--- src/hdl/clkctl_pkg.sv ---
// Constants and carrier types for the system clock select and prescaler block
package clkctl_pkg;

   // Clock rate of the block itself
   localparam int CLOCK_PERIOD_NS = 50;

   // Prescale register placement and fields
   localparam logic [7:0] PRESCALE_OFFSET = 8'h00;
   localparam int PCE_BIT = 7;
   localparam logic [7:0] UNLOCK_VALUE = 8'h80;
   localparam logic [3:0] SEL_RESET_DIV1 = 4'h0;
   localparam logic [3:0] SEL_RESET_DIV8 = 4'h3;
   localparam logic [3:0] SEL_MAX = 4'h8;
   localparam logic [2:0] PCE_WINDOW = 3'h4;

   // Clock source and start-up fuse codes
   localparam logic [3:0] SRC_EXTERNAL = 4'h0;
   localparam logic [3:0] SRC_LOW_POWER = 4'h6;
   localparam logic [1:0] SUT_SHORT = 2'h0;
   localparam logic [1:0] SUT_FAST = 2'h1;
   localparam logic [1:0] SUT_SLOW = 2'h2;
   localparam logic [1:0] SUT_RESERVED = 2'h3;

   // Start-up counts in source clock cycles
   localparam logic [3:0] RESET_TICKS = 4'hE;
   localparam logic [3:0] WAKE_TICKS = 4'h6;

   // Additional reset delays, in microseconds, and their clock cycle counts
   localparam int EXT_FAST_US = 4100;
   localparam int EXT_SLOW_US = 65000;
   localparam int LP_FAST_US = 4000;
   localparam int LP_SLOW_US = 64000;
   localparam int EXT_FAST_CYC = (EXT_FAST_US * 1000 + CLOCK_PERIOD_NS - 1) / CLOCK_PERIOD_NS;
   localparam int EXT_SLOW_CYC = (EXT_SLOW_US * 1000 + CLOCK_PERIOD_NS - 1) / CLOCK_PERIOD_NS;
   localparam int LP_FAST_CYC = (LP_FAST_US * 1000 + CLOCK_PERIOD_NS - 1) / CLOCK_PERIOD_NS;
   localparam int LP_SLOW_CYC = (LP_SLOW_US * 1000 + CLOCK_PERIOD_NS - 1) / CLOCK_PERIOD_NS;
   localparam int DELAY_W = 21;

   // Fuse straps, register request and divided clock ticks
   typedef struct packed {
      logic [3:0] source_sel;
      logic [1:0] startup_sel;
      logic div8_programmed;
   } fuse_cfg_t;

   typedef struct packed {
      logic write;
      logic read;
      logic [7:0] addr;
      logic [7:0] wdata;
   } reg_req_t;

   typedef struct packed {
      logic io_tick;
      logic cpu_tick;
      logic flash_tick;
   } clk_ticks_t;

endpackage : clkctl_pkg

--- src/hdl/power2_divider.sv ---
// Power-of-two divider with switching held to whole old periods
`timescale 1ns/1ps
`default_nettype none
module power2_divider import clkctl_pkg::*; #(
   parameter int SEL_W = 4,
   parameter int CNT_W = 8
) (
   // Clock and reset
   input wire logic clock,
   input wire logic rst,
   // Source ticks and setting control
   input wire logic run,
   input wire logic src_tick,
   input wire logic load_init,
   input wire logic [SEL_W-1:0] init_sel,
   input wire logic new_valid,
   input wire logic [SEL_W-1:0] new_sel,
   // Divided clock
   output logic div_tick,
   output logic [SEL_W-1:0] active_sel,
   output logic switch_busy
);

   logic [CNT_W-1:0] cnt_q;
   logic [SEL_W-1:0] act_q;
   logic [SEL_W-1:0] pend_sel_q;
   logic pend_q;
   logic tick_q;
   logic [CNT_W-1:0] mask;
   logic boundary;

   // Period end of the setting in force
   assign mask = CNT_W'((32'h1 << act_q) - 32'h1);
   assign boundary = run && src_tick && (cnt_q == mask);
   assign div_tick = tick_q;
   assign active_sel = act_q;
   assign switch_busy = pend_q;

   // Counter advanced by undivided source ticks; a new setting lands only at a period end
   always_ff @(posedge clock or posedge rst) begin
      if (rst) begin
         cnt_q <= '0;
         act_q <= '0;
         pend_sel_q <= '0;
         pend_q <= 1'b0;
         tick_q <= 1'b0;
      end else begin
         tick_q <= boundary;
         if (load_init) begin
            cnt_q <= '0;
            act_q <= init_sel;
            pend_q <= 1'b0;
         end else begin
            if (boundary) begin
               cnt_q <= '0;
               if (pend_q) begin
                  act_q <= pend_sel_q;
               end
               pend_q <= 1'b0;
            end else if (run && src_tick) begin
               cnt_q <= cnt_q + CNT_W'(1);
            end
            if (new_valid) begin
               pend_q <= 1'b1;
               pend_sel_q <= new_sel;
            end
         end
      end
   end

   ////////////////////////////////////////////////////////////////////////////////
   // Checks
   chk_hold_mid_period: assert property (@(posedge clock) disable iff (rst)
      !boundary && !load_init |=> act_q == $past(act_q))
      else $error("setting changed inside a divided period");
   chk_switch_boundary: assert property (@(posedge clock) disable iff (rst)
      pend_q && boundary && !load_init |=> act_q == $past(pend_sel_q) ##0 cnt_q == '0)
      else $error("pending setting not applied at period end");

endmodule : power2_divider
`default_nettype wire

--- src/hdl/system_clock_select_prescaler.sv ---
// System clock source selection, start-up delays and software prescaler
//
// Decided for this implementation: strobed register access and the placing of the registers.
`timescale 1ns/1ps
`default_nettype none
module system_clock_select_prescaler import clkctl_pkg::*; #(
   parameter int EXT_FAST_DELAY = EXT_FAST_CYC,
   parameter int EXT_SLOW_DELAY = EXT_SLOW_CYC,
   parameter int LP_FAST_DELAY = LP_FAST_CYC,
   parameter int LP_SLOW_DELAY = LP_SLOW_CYC
) (
   // Clock and reset
   input wire logic clock,
   input wire logic rst,
   // Fuse straps
   input wire fuse_cfg_t fuses,
   // Clock sources, sampled on clock
   input wire logic ext_clock_pin,
   input wire logic low_power_osc,
   // Sleep control
   input wire logic power_down,
   // Register port
   input wire reg_req_t bus,
   output logic [7:0] reg_rdata,
   // Divided clock ticks and status
   output clk_ticks_t sys_ticks,
   output logic clock_running,
   output logic config_error,
   output logic [3:0] active_sel
);

   typedef enum logic [2:0] {
      ST_CAPTURE,
      ST_RESET_TICKS,
      ST_EXTRA,
      ST_RUN,
      ST_SLEEP,
      ST_WAKE,
      ST_HALT
   } clk_state_t;

   clk_state_t st_q;
   clk_state_t st_d;
   fuse_cfg_t cfg_q;
   logic src_prev_q;
   logic [3:0] tick_cnt_q;
   logic [3:0] tick_cnt_d;
   logic [DELAY_W-1:0] delay_q;
   logic [DELAY_W-1:0] delay_d;
   logic pce_q;
   logic [2:0] pce_timer_q;
   logic [3:0] sel_q;
   logic [7:0] rdata_q;
   logic div_tick;
   logic switch_busy;

   ////////////////////////////////////////////////////////////////////////////////
   // Source selection and tick detection

   logic use_lp;
   logic src_level;
   logic cap_level;
   logic src_tick;
   logic cfg_ok;
   logic [DELAY_W-1:0] extra_cycles;

   // Fuse code picks which sampled source drives the prescaler
   assign use_lp = (cfg_q.source_sel == SRC_LOW_POWER);
   assign src_level = use_lp ? low_power_osc : ext_clock_pin;
   assign src_tick = src_level && !src_prev_q;
   assign cap_level = (fuses.source_sel == SRC_LOW_POWER) ? low_power_osc : ext_clock_pin;
   assign cfg_ok = ((cfg_q.source_sel == SRC_EXTERNAL) || use_lp)
                   && (cfg_q.startup_sel != SUT_RESERVED);

   // Additional reset delay after the 14 source cycles
   assign extra_cycles = (cfg_q.startup_sel == SUT_FAST)
      ? (use_lp ? DELAY_W'(LP_FAST_DELAY) : DELAY_W'(EXT_FAST_DELAY))
      : (use_lp ? DELAY_W'(LP_SLOW_DELAY) : DELAY_W'(EXT_SLOW_DELAY));

   // Previous source level for edge detection
   always_ff @(posedge clock or posedge rst) begin
      if (rst) begin
         src_prev_q <= 1'b0;
      end else if (st_q == ST_CAPTURE) begin
         src_prev_q <= cap_level; // Seed from the strapped source, no false first edge
      end else begin
         src_prev_q <= src_level;
      end
   end

   // Fuse straps caught once, in the first cycle after reset release
   always_ff @(posedge clock or posedge rst) begin
      if (rst) begin
         cfg_q <= '0;
      end else if (st_q == ST_CAPTURE) begin
         cfg_q <= fuses;
      end
   end

   ////////////////////////////////////////////////////////////////////////////////
   // Start-up and wake sequencing

   // Next state and counters
   always_comb begin
      st_d = st_q;
      tick_cnt_d = tick_cnt_q;
      delay_d = delay_q;
      case (st_q)
         ST_CAPTURE: begin
            st_d = ST_RESET_TICKS;
            tick_cnt_d = '0;
         end
         ST_RESET_TICKS: begin
            if (!cfg_ok) begin
               st_d = ST_HALT;
            end else if (src_tick) begin
               tick_cnt_d = tick_cnt_q + 4'h1;
               if (tick_cnt_q == RESET_TICKS - 4'h1) begin
                  tick_cnt_d = '0;
                  delay_d = extra_cycles;
                  st_d = (cfg_q.startup_sel == SUT_SHORT) ? ST_RUN : ST_EXTRA;
               end
            end
         end
         ST_EXTRA: begin
            delay_d = delay_q - DELAY_W'(1);
            if (delay_q <= DELAY_W'(1)) begin
               st_d = ST_RUN;
            end
         end
         ST_RUN: begin
            if (power_down) begin
               st_d = ST_SLEEP;
            end
         end
         ST_SLEEP: begin
            tick_cnt_d = '0;
            if (!power_down) begin
               st_d = ST_WAKE;
            end
         end
         ST_WAKE: begin
            if (src_tick) begin
               tick_cnt_d = tick_cnt_q + 4'h1;
               if (tick_cnt_q == WAKE_TICKS - 4'h1) begin
                  tick_cnt_d = '0;
                  st_d = ST_RUN;
               end
            end
         end
         default: begin
            st_d = ST_HALT;
         end
      endcase
   end

   // State registers
   always_ff @(posedge clock or posedge rst) begin
      if (rst) begin
         st_q <= ST_CAPTURE;
         tick_cnt_q <= '0;
         delay_q <= '0;
      end else begin
         st_q <= st_d;
         tick_cnt_q <= tick_cnt_d;
         delay_q <= delay_d;
      end
   end

   ////////////////////////////////////////////////////////////////////////////////
   // Prescale register

   logic wr_hit;
   logic rd_hit;
   logic unlock_hit;
   logic pce_set;
   logic sel_write;
   logic sel_accept;

   // Write decode; the unlock only counts with every other bit zero
   assign wr_hit = bus.write && (bus.addr == PRESCALE_OFFSET) && (st_q != ST_CAPTURE);
   assign rd_hit = bus.read && (bus.addr == PRESCALE_OFFSET);
   assign unlock_hit = wr_hit && (bus.wdata == UNLOCK_VALUE);
   assign pce_set = unlock_hit && !pce_q;
   assign sel_write = wr_hit && pce_q && !bus.wdata[PCE_BIT];
   assign sel_accept = sel_write && (bus.wdata[3:0] <= SEL_MAX);

   // Change enable with its four-cycle window
   always_ff @(posedge clock or posedge rst) begin
      if (rst) begin
         pce_q <= 1'b0;
         pce_timer_q <= '0;
      end else if (pce_set) begin
         pce_q <= 1'b1;
         pce_timer_q <= PCE_WINDOW;
      end else if (pce_q && (sel_write || pce_timer_q == 3'h1)) begin
         pce_q <= 1'b0;
         pce_timer_q <= '0;
      end else if (pce_q) begin
         pce_timer_q <= pce_timer_q - 3'h1;
      end
   end

   // Division select: fuse value at start, then only through the unlock
   always_ff @(posedge clock or posedge rst) begin
      if (rst) begin
         sel_q <= SEL_RESET_DIV1;
      end else if (st_q == ST_CAPTURE) begin
         sel_q <= fuses.div8_programmed ? SEL_RESET_DIV8 : SEL_RESET_DIV1;
      end else if (sel_accept) begin
         sel_q <= bus.wdata[3:0];
      end
   end

   // Read data stands only in the cycle after the read strobe
   always_ff @(posedge clock or posedge rst) begin
      if (rst) begin
         rdata_q <= 8'h00;
      end else if (rd_hit) begin
         rdata_q <= {pce_q, 3'h0, sel_q};
      end else begin
         rdata_q <= 8'h00;
      end
   end

   ////////////////////////////////////////////////////////////////////////////////
   // Divider and outputs

   power2_divider #(
      .SEL_W(4),
      .CNT_W(8)
   ) power2_divider_inst (
      .clock(clock),
      .rst(rst),
      .run(st_q == ST_RUN),
      .src_tick(src_tick),
      .load_init(st_q == ST_CAPTURE),
      .init_sel(fuses.div8_programmed ? SEL_RESET_DIV8 : SEL_RESET_DIV1),
      .new_valid(sel_accept),
      .new_sel(bus.wdata[3:0]),
      .div_tick(div_tick),
      .active_sel(active_sel),
      .switch_busy(switch_busy)
   );

   // One divided tick feeds all three clock domains
   assign sys_ticks.io_tick = div_tick;
   assign sys_ticks.cpu_tick = div_tick;
   assign sys_ticks.flash_tick = div_tick;
   assign reg_rdata = rdata_q;
   assign clock_running = (st_q == ST_RUN);
   assign config_error = (st_q == ST_HALT);

   ////////////////////////////////////////////////////////////////////////////////
   // Checks

   chk_pce_set_clean: assert property (@(posedge clock) disable iff (rst)
      $rose(pce_q) |-> $past(bus.write) && $past(bus.wdata) == UNLOCK_VALUE)
      else $error("change enable set by a write with other bits set");

   chk_pce_timeout: assert property (@(posedge clock) disable iff (rst)
      $rose(pce_q) |-> ##[1:4] !pce_q)
      else $error("change enable outlived its four-cycle window");

   chk_pce_sel_clear: assert property (@(posedge clock) disable iff (rst)
      sel_write |=> !pce_q)
      else $error("change enable kept after select write");

   chk_pce_norestart: assert property (@(posedge clock) disable iff (rst)
      pce_q && unlock_hit && pce_timer_q > 3'h1 |=>
         pce_q && pce_timer_q == $past(pce_timer_q) - 3'h1)
      else $error("rewrite restarted or cleared the window");

   chk_sel_locked: assert property (@(posedge clock) disable iff (rst)
      st_q != ST_CAPTURE && !sel_accept |=> sel_q == $past(sel_q))
      else $error("select changed without unlock");

   chk_sel_accept: assert property (@(posedge clock) disable iff (rst)
      sel_accept |=> sel_q == $past(bus.wdata[3:0]) && !pce_q)
      else $error("unlocked select write not taken");

   chk_reset_value: assert property (@(posedge clock) disable iff (rst)
      st_q == ST_CAPTURE |=> sel_q == (cfg_q.div8_programmed ? SEL_RESET_DIV8 : SEL_RESET_DIV1))
      else $error("select reset value does not follow fuse");

   chk_source_pick: assert property (@(posedge clock) disable iff (rst)
      st_q != ST_CAPTURE && cfg_q.source_sel == SRC_EXTERNAL |->
         src_tick == (ext_clock_pin && !$past(ext_clock_pin)))
      else $error("external source edge not followed");

   chk_lp_pick: assert property (@(posedge clock) disable iff (rst)
      st_q != ST_CAPTURE && cfg_q.source_sel == SRC_LOW_POWER |->
         src_tick == (low_power_osc && !$past(low_power_osc)))
      else $error("low-power source edge not followed");

   chk_reset_ticks: assert property (@(posedge clock) disable iff (rst)
      st_q == ST_RESET_TICKS && cfg_ok && src_tick && tick_cnt_q == RESET_TICKS - 4'h1
         && cfg_q.startup_sel == SUT_SHORT |=> st_q == ST_RUN)
      else $error("short start-up did not finish after 14 cycles");

   chk_wake_six: assert property (@(posedge clock) disable iff (rst)
      st_q == ST_WAKE && src_tick && tick_cnt_q == WAKE_TICKS - 4'h1 |=> st_q == ST_RUN)
      else $error("wake did not finish after six source cycles");

   chk_no_tick_stopped: assert property (@(posedge clock) disable iff (rst)
      st_q != ST_RUN ##1 st_q != ST_RUN |-> !div_tick)
      else $error("divided tick outside running state");

   cov_unlock_change: cover property (@(posedge clock) disable iff (rst)
      pce_set ##[1:4] sel_accept);
   cov_pce_timeout: cover property (@(posedge clock) disable iff (rst)
      pce_set ##1 !sel_write [*4] ##1 !pce_q);
   cov_wake: cover property (@(posedge clock) disable iff (rst)
      st_q == ST_WAKE ##1 st_q == ST_RUN);
   cov_switch: cover property (@(posedge clock) disable iff (rst)
      switch_busy ##1 !switch_busy);

endmodule : system_clock_select_prescaler
`default_nettype wire

--- config.mk ---
export PLATFORM = sky130hd
export DESIGN_NAME = system_clock_select_prescaler
export DESIGN_NICKNAME = d
export VERILOG_FILES = /design/src/hdl/clkctl_pkg.sv /design/src/hdl/power2_divider.sv /design/src/hdl/system_clock_select_prescaler.sv
export SDC_FILE = /design/constraint.sdc
export NUM_CORES = 1
export LEC_CHECK = 0
export BUFFER_PORTS_ARGS = -buffer_cell sky130_fd_sc_hd__buf_2
export CORE_MARGIN = 8
export CORE_UTILIZATION = 45
export DETAILED_ROUTE_END_ITERATION = 7
export GPL_TIMING_DRIVEN = 1
export HOLD_SLACK_MARGIN = 0.08
export PLACE_DENSITY = 0.64
export SLEW_MARGIN = 20
export SYNTH_ARGS = -nofsm -noshare
export SYNTH_HDL_FRONTEND = slang
export SYNTH_SLANG_ARGS = --single-unit
export TNS_END_PERCENT = 5
--- constraint.sdc ---
create_clock -name clock -period 3.6 [get_ports clock]
set_input_delay 0.54 -clock clock [delete_from_list [all_inputs] [get_ports clock]]
set_output_delay 0.54 -clock clock [all_outputs]
set_load 0.05 [all_outputs]
==> out/qor.yml, run 1 <==
drt_first_pass_iters: 4
worst_r2r_path_depth: 8
grt.overflow.total: 0
setup_viol: 0
syn-instance-count: 456
hold_class: "input port to asynchronous set/reset pin"
synth_cell_types: 64
initial_core_util: 0.460
place.gp.congestion: 0.810
nNetsFinal: 528
vias_per_cell: 5.63
hpwl_mm: 6.67
worst_slew_pin_slew_ns: 0.820
clockBufferDepth: 2
path_max_fanout: 14
p_leak_nw: 2.00
wire_per_inst_um: 15.4
num_antenna_cells: 0
arrival_ns: 3.04
slew_headroom: 0.449
r2r_start: "power2_divider_inst.active_sel[0]$_DFFE_PP0P_"
drive_gt1_frac: 0.171
period_share: 0.775
hold_viol_final: 0
grt.total_usage: 0.164
ant_nets: 0
cts.clk_slew.worst_paths_ns: 0.09
wl_mm: 9.26
drc_errors: 0
rsz0062_at_grt: "no"
first_global_vias: 3340
utilization: 0.512
grt_max_degree: 35
avgSynthCellArea_sq_um: 8.76
timing.rr.end: "power2_divider_inst.cnt_q[2]$_DFFE_PP0P_"
syn_to_final_growth_pct: 11.3
synth-seq-area-share: 0.414
first_iter_violations: 222
total_power_mw: 1.53
ios: 47
dieWidth_um: 110
io_buffers: 43
cts-buffers-inserted: 9
yosysWarnings: 0
clock_tree.root_cell: "clkbuf_8"
ir_drop_uv: 169
coreArea_sq_um: 8680
rows: 34
ys_ff_latch: 66
final-max-slew-violation-count: 0
antenna_found_initial: 0
r2r_setup_slack_ns: 0.81
startpoint_type: "flip-flop"
cts_tree: "yes"
die_area_sq_um: 12100
setup_tns_ns: 0
cts_resized: 0
cts_setup_buffers: 0
synth_edf_count: 0
synth_top_flop_cell: "dfrtp_1"
cap_viol_max_count: 0
powerDensity_nw_per_um2: 343
synthArstFlopShare: 1.00
fmax_mhz: 359
vias: 3380
netlist_area_sq_um: 3990
skew_ns: 0.0159
die_h_um: 110
cp.required_ns: 3.85
htree_num_levels: 3
clock_sinks: 66
hold_ws_ns: 0.326
finalCriticalPeriod_ns: 2.79
place_ws_ns: 0.868
cp-end-kind: "flip-flop"
grt_pass1_wl_mm: 16.0
status: "complete, no violations"
worstSkewPairLatency_ns: 0.34
worst_slack_ns: 0.811
path_class: "flip-flop to flip-flop"
cts-hold-fix-buffers: 0
-- Yosys cell counts (all sizes together), types with 3 or more instances --
master  instances  share of area
and3            8          0.013
nor3b           4         0.0088
o21ai          21          0.026
nor4b           5          0.015
nand2          53          0.050
a311oi          4         0.0088
nand3b          3         0.0056
a211o           3         0.0066
nand4           5         0.0078
a211oi          3         0.0056
nor2b           4         0.0063
clkbuf         13          0.012
nor2           54          0.051
inv            23          0.022
nand2b          6          0.011
mux2i           7          0.018
nand3          19          0.024
a21oi          29          0.037
nor3           20          0.026
or3             6         0.0094
nor4           10          0.025
ha             11          0.034
o22ai           6         0.0094
buf            17          0.029
a31oi           5         0.0078
mux2            6          0.017
xor2            6          0.013
dfrtp          66           0.41
o31ai           7          0.013
-- cell type report --
class	count	area [sq um]
sequential	66	1650
fill	837	4230
multi-input combinational	339	2100
clock inverter	7	100
tap	108	135
inverter	23	86.3
timing repair buffer	48	253
clock buffer	9	124
-- report_power, final --
group / total [mW] / internal (mW) / switching, mW
sequential: 0.756 / 0.746 / 0.00972
clock: 0.707 / 0.396 / 0.310
combinational: 0.0628 / 0.0212 / 0.0416
total: 1.53 / 1.16 / 0.362
-- how the worst max path moves through the flow --
stage | from | slack (ns) | end | cells past startpoint
2_1_floorplan | power2_divider_inst.active_sel[1]$_DFFE_PP0P_ | 0.93 | power2_divider_inst.active_sel[1]$_DFFE_PP0P_ | 10
3_3_place_gp | power2_divider_inst.active_sel[0]$_DFFE_PP0P_ | 0.95 | power2_divider_inst.cnt_q[2]$_DFFE_PP0P_ | 8
3_5_place_dp | power2_divider_inst.active_sel[0]$_DFFE_PP0P_ | 0.87 | power2_divider_inst.cnt_q[2]$_DFFE_PP0P_ | 8
4_1_cts | power2_divider_inst.active_sel[0]$_DFFE_PP0P_ | 0.85 | power2_divider_inst.cnt_q[2]$_DFFE_PP0P_ | 8
5_1_grt | power2_divider_inst.active_sel[0]$_DFFE_PP0P_ | 0.53 | power2_divider_inst.cnt_q[2]$_DFFE_PP0P_ | 8
6_report | power2_divider_inst.active_sel[0]$_DFFE_PP0P_ | 0.81 | power2_divider_inst.cnt_q[2]$_DFFE_PP0P_ | 8
-- per-stage QoR --
stage                     cells  cell area, sq um
final                       600              4450
after global routing        600              4450
after CTS                   600              4450
after detailed placement    584              4220
after global placement      584              4220
after floorplan             458              4000
-- placed cells by master, fill, tap and decap left out, types with 7 or more instances in the layout --
cell type	n
nor3_1	19
buf_2	43
a21oi_1	28
clkbuf_8	9
o21ai_0	21
mux2i_1	7
ha_1	11
dfrtp_1	66
inv_1	22
and3_1	8
nor2_1	54
o31ai_1	7
nand2_1	53
nand3_1	19
nor4_1	7
-- state kept, by name (all words and copies together) (netlist names) --
signal                           flops
cfg_q                                6
delay_q                             21
pce_q                                1
pce_timer_q                          3
power2_divider_inst.active_sel       4
power2_divider_inst.cnt_q            8
power2_divider_inst.div_tick         1
power2_divider_inst.pend_sel_q       4
power2_divider_inst.switch_busy      1
reg_rdata                            5
sel_q                                4
src_prev_q                           1
st_q                                 3
tick_cnt_q                           4
-- critical path: stages, from the launching register on --
cell,delay [ns]
dfrtp_1,0.53
nor4_4,0.36
inv_1,0.08
ha_1,0.26
or4_1,0.47
a21oi_1,0.17
a211o_1,0.44
nor3_1,0.16
nor3_1,0.23
-- cell families (layout without fill, tap and decap cells) --
logic type	Yosys count	count (layout)	synth area share
AND/OR/NAND/NOR	205	205	0.270
XOR/XNOR	8	8	0.0175
other	1	3	0.000939
multiplexers	13	13	0.0345
adder cells (fa/ha/maj)	11	11	0.0345
flip-flops	66	66	0.414
AO/OA/AOI/OAI	99	99	0.166
buffers and inverters	53	87	0.0633
-- per-layer routing --
layer / GRT usage / part of all wire / up-vias
met1: 0.213 / 0.47 / 1640
met2: 0.272 / 0.49 / 48
li1: - / - / 1683
met4: 0.0457 / 0.012 / 0
met3: 0.0320 / 0.029 / 9
met5: 0 / 0 / -
No activity file was read; power rests on OpenSTA's default activity.
==> run 2, diff against run 1 <==
--- a/config.mk
+++ b/config.mk
@@ -5,13 +5,14 @@
 export SDC_FILE = /design/constraint.sdc
 export NUM_CORES = 1
 export LEC_CHECK = 0
+export ABC_AREA = 1
 export BUFFER_PORTS_ARGS = -buffer_cell sky130_fd_sc_hd__buf_2
 export CORE_MARGIN = 8
 export CORE_UTILIZATION = 45
 export DETAILED_ROUTE_END_ITERATION = 7
 export GPL_TIMING_DRIVEN = 1
 export HOLD_SLACK_MARGIN = 0.08
-export PLACE_DENSITY = 0.64
+export PLACE_DENSITY = 0.67
 export SLEW_MARGIN = 20
 export SYNTH_ARGS = -nofsm -noshare
 export SYNTH_HDL_FRONTEND = slang
==> constraint.sdc (replaced) <==
create_clock -name clock -period 2.49 [get_ports clock]
set_input_delay 0.3735 -clock clock [delete_from_list [all_inputs] [get_ports clock]]
set_output_delay 0.3735 -clock clock [all_outputs]
set_load 0.05 [all_outputs]
==> run 2 against run 1 <==
Against the previous run: global-route usage is 0.42 points lower; synthesized cell count is 26% higher; sequential power is 120% higher; maximum frequency is 26% higher; setup slack worse by 0.53 ns; final cell count is 23% higher; hold slack worse by 0.081 ns; total power grew to 3.4 times the previous value; sequential share of layout area is 1.3 points lower; critical path depth is 6 higher; synthesized area is 2.9% higher; critical endpoint is now power2_divider_inst.active_sel[0]$_DFFE_PP0P_; largest power group is now combinational cells.
==> out/qor.yml, run 2 <==
drc_errors: 0  # unchanged
io_buffers: 43  # unchanged
dieWidth_um: 112  # +1.2%
first_global_vias: 3739  # +12%
fin_cells: 738  # +23%
place_inst: 721  # +23%
worst_slack_ns: 0.284  # -0.527 ns
synth_cell_types: 37  # -42%
multi_input_area_sq_um: 2080  # -0.60%
wire_per_inst_um: 12.9  # -17%
crit_start: "power2_divider_inst.active_sel[3]$_DFFE_PP0P_"
cts_tree: "yes"
grt_max_degree: 53  # +51%
startpoint_type: "flip-flop"
setup_viol: 0  # unchanged
synth-seq-area-share: 0.402  # -0.0117
largest-register: "delay_q"
min_path_cells: 3
crit_chain: "nor2_4, nand2_1, ha_1, nand2_1, inv_1, nor2_1, nand2_1, nor2_2, nand3_1, nor2_2, nand2_2, nand2_2, nand3_1, nand2_1"
ys_ff_latch: 66  # unchanged
cpMostUsedCell: "nand2_1"
hp-start: "fuses[2]"
synth_top_area_frac: 0.402  # -0.0117
largest_reg_flops: 21  # unchanged
critPathMaxStageDelay_ns: 0.49  # -0.04 ns
ant_nets: 0  # unchanged
yosysWarnings: 0  # unchanged
syn-instance-count: 576  # +26%
cts.clk_slew.worst_paths_ns: 0.09  # about the same
cp.required_ns: 2.77  # -1.08 ns
hold_ws_ns: 0.245  # -0.0809 ns
antenna_found_initial: 0  # unchanged
grt.total_usage: 0.160  # -0.00418
die_h_um: 112  # +1.2%
final-max-slew-violation-count: 0  # unchanged
drt_first_pass_iters: 5  # +1
grt.overflow.total: 0  # unchanged
ys_top_cells_by_area: "dfrtp_1, nand2_1, nand3_1, nor2_1, inv_1"
synthArstFlopShare: 1.00  # unchanged
path_max_fanout: 11  # -3
ir_drop_uv: 722  # +330%
p_leak_nw: 2.41  # +21%
worst_r2r_path_depth: 14  # +6
cp.depth: 14  # +6
grt_pass1_wl_mm: 16.6  # +4.2%
synth_common_cells: "nand2_1, nor2_1, dfrtp_1"
first_iter_violations: 222  # unchanged
place.gp.congestion: 0.870  # +7.4%
clockBufferDepth: 2  # unchanged
finalCriticalPeriod_ns: 2.21  # -0.583 ns
total_power_mw: 5.23  # +240%
ff_latch_area_sq_um: 1650  # unchanged
design_area_sq_um: 4610  # +3.8%
cp_top_family: "simple AND/OR/NAND/NOR gates"
coreArea_sq_um: 9060  # +4.5%
synth_edf_count: 0  # unchanged
rows: 35  # +2.9%
arrival_ns: 2.48  # -0.56 ns
yosys.area.top_type: "dfrtp_1"
status: "complete, no violations"
clock_sinks: 66  # unchanged
worstSkewPairLatency_ns: 0.34  # about the same
syn_to_final_growth_pct: 12.3
initial_core_util: 0.453  # -0.00679
cp-end-kind: "flip-flop"
cts-buffers-inserted: 9  # unchanged
avgSynthCellArea_sq_um: 7.14  # -19%
powerDensity_nw_per_um2: 1130  # +230%
vias: 3737  # +11%
dpl_cell_area_sq_um: 4420  # +4.7%
netlist_area_sq_um: 4110  # +2.9%
crit_buf_inv: 1  # unchanged
yosysMostFrequentCell: "nand2_1"
wl_mm: 9.50  # +2.6%
hold_class: "input port to flip-flop"
cap_viol_max_count: 0  # unchanged
top_regs: "delay_q: 21 flops, power2_divider_inst.cnt_q: 8 flops, cfg_q: 6 flops"
skew_ns: 0.0105  # -0.00533 ns
hpwl_mm: 7.21  # +8.2%
die_area_sq_um: 12400  # +2.5%
hold_viol_final: 0  # unchanged
clock_tree.root_cell: "clkbuf_8"
vias_per_cell: 5.06  # -10%
cts_resized: 0  # unchanged
num-fill-cells: 914  # +9.2%
ios: 47  # unchanged
r2r_start: "power2_divider_inst.active_sel[3]$_DFFE_PP0P_"
htree_num_levels: 3  # unchanged
synth_top_flop_cell: "dfrtp_1"
final_common_cell: "nand2_1"
final_cell_mix: "nand2_1, nor2_1, dfrtp_1"
path_class: "flip-flop to flip-flop"
setup_tns_ns: 0  # unchanged
utilization: 0.509  # -0.00336
place_ws_ns: 0.290  # -0.578 ns
period_share: 0.886  # +0.111
nNetsFinal: 663  # +26%
crit_slowest_cell: "dfrtp_1"
rsz0062_at_grt: "no"
num_antenna_cells: 0  # unchanged
fmax_mhz: 453  # +26%
drive_gt1_frac: 0.155  # -0.0160
==> run 2: changes by cell type in the layout (fill, tap and decap cells not counted), sizes merged, moves of 8 or more <==
cell,change
nor2,+25
and3,-8
nor3,-15
o21ai,+33
inv,+54
a21oi,-14
nand3,+37
nand2,+100
==> run 2: kinds of logic (layout without fill, tap and decap cells) <==
family | after synthesis | count (layout) | synth area share
AND/OR/NAND/NOR | 311 | 311 | 0.333
buffers and inverters | 91 | 140 | 0.0928
AO/OA/AOI/OAI | 81 | 81 | 0.106
flip-flops | 66 | 66 | 0.402
XOR/XNOR | 15 | 15 | 0.0320
adder cells (fa/ha/maj) | 11 | 11 | 0.0335
other | 1 | 3 | 0.000912
==> run 2: repair_timing <==
item | 4_1_cts | 5_1_grt
hold endpoints to repair | 14 | 0
hold buffers | 1 | 0
buffers inserted | 0 | 0
==> run 2: final cells by class <==
type	count	share of cell area
Sequential cell	66	0.358
Inverter	75	0.0610
Clock inverter	7	0.0127
Multi-Input combinational cell	421	0.452
Clock buffer	9	0.0268
Tap cell	111	0.0301
Timing Repair Buffer	49	0.0597
==> run 2: path summary, 6_finish.rpt <==
path | slack (ns) | to
min in group asynchronous | 0.53 | power2_divider_inst.cnt_q[4]$_DFFE_PP0P_
worst max-delay path | 0.28 | power2_divider_inst.active_sel[0]$_DFFE_PP0P_
worst max register to register | 0.28 | power2_divider_inst.active_sel[0]$_DFFE_PP0P_
worst min register to register | 0.48 | cfg_q[3]$_DFFE_PP0P_
max in group asynchronous | 1.38 | cfg_q[4]$_DFFE_PP0P_
worst min-delay path | 0.25 | cfg_q[2]$_DFFE_PP0P_
==> run 2: worst reg2reg max path, cell delays in order (launching register included) <==
cell     delay (ns)
dfrtp_1        0.49
nor2_4         0.20
nand2_1        0.10
ha_1           0.32
nand2_1        0.07
inv_1          0.03
nor2_1         0.08
nand2_1        0.08
nor2_2         0.10
nand3_1        0.09
nor2_2         0.12
nand2_2        0.08
nand2_2        0.19
nand3_1        0.11
nand2_1        0.08
==> run 2: report_power, final <==
part           switching (mW)  internal [mW]
Sequential              0.303           1.37
Clock                   0.481          0.377
Combinational            1.81          0.890
Total                    2.59           2.64
==> run 2: metal layers <==
layer  vias up  part of all wire  GRT usage
met3         9             0.035     0.0352
met1      1723              0.48      0.201
met2        69              0.48      0.263
li1       1936                 -          -
met5         -                 0          0
met4         0             0.011     0.0565
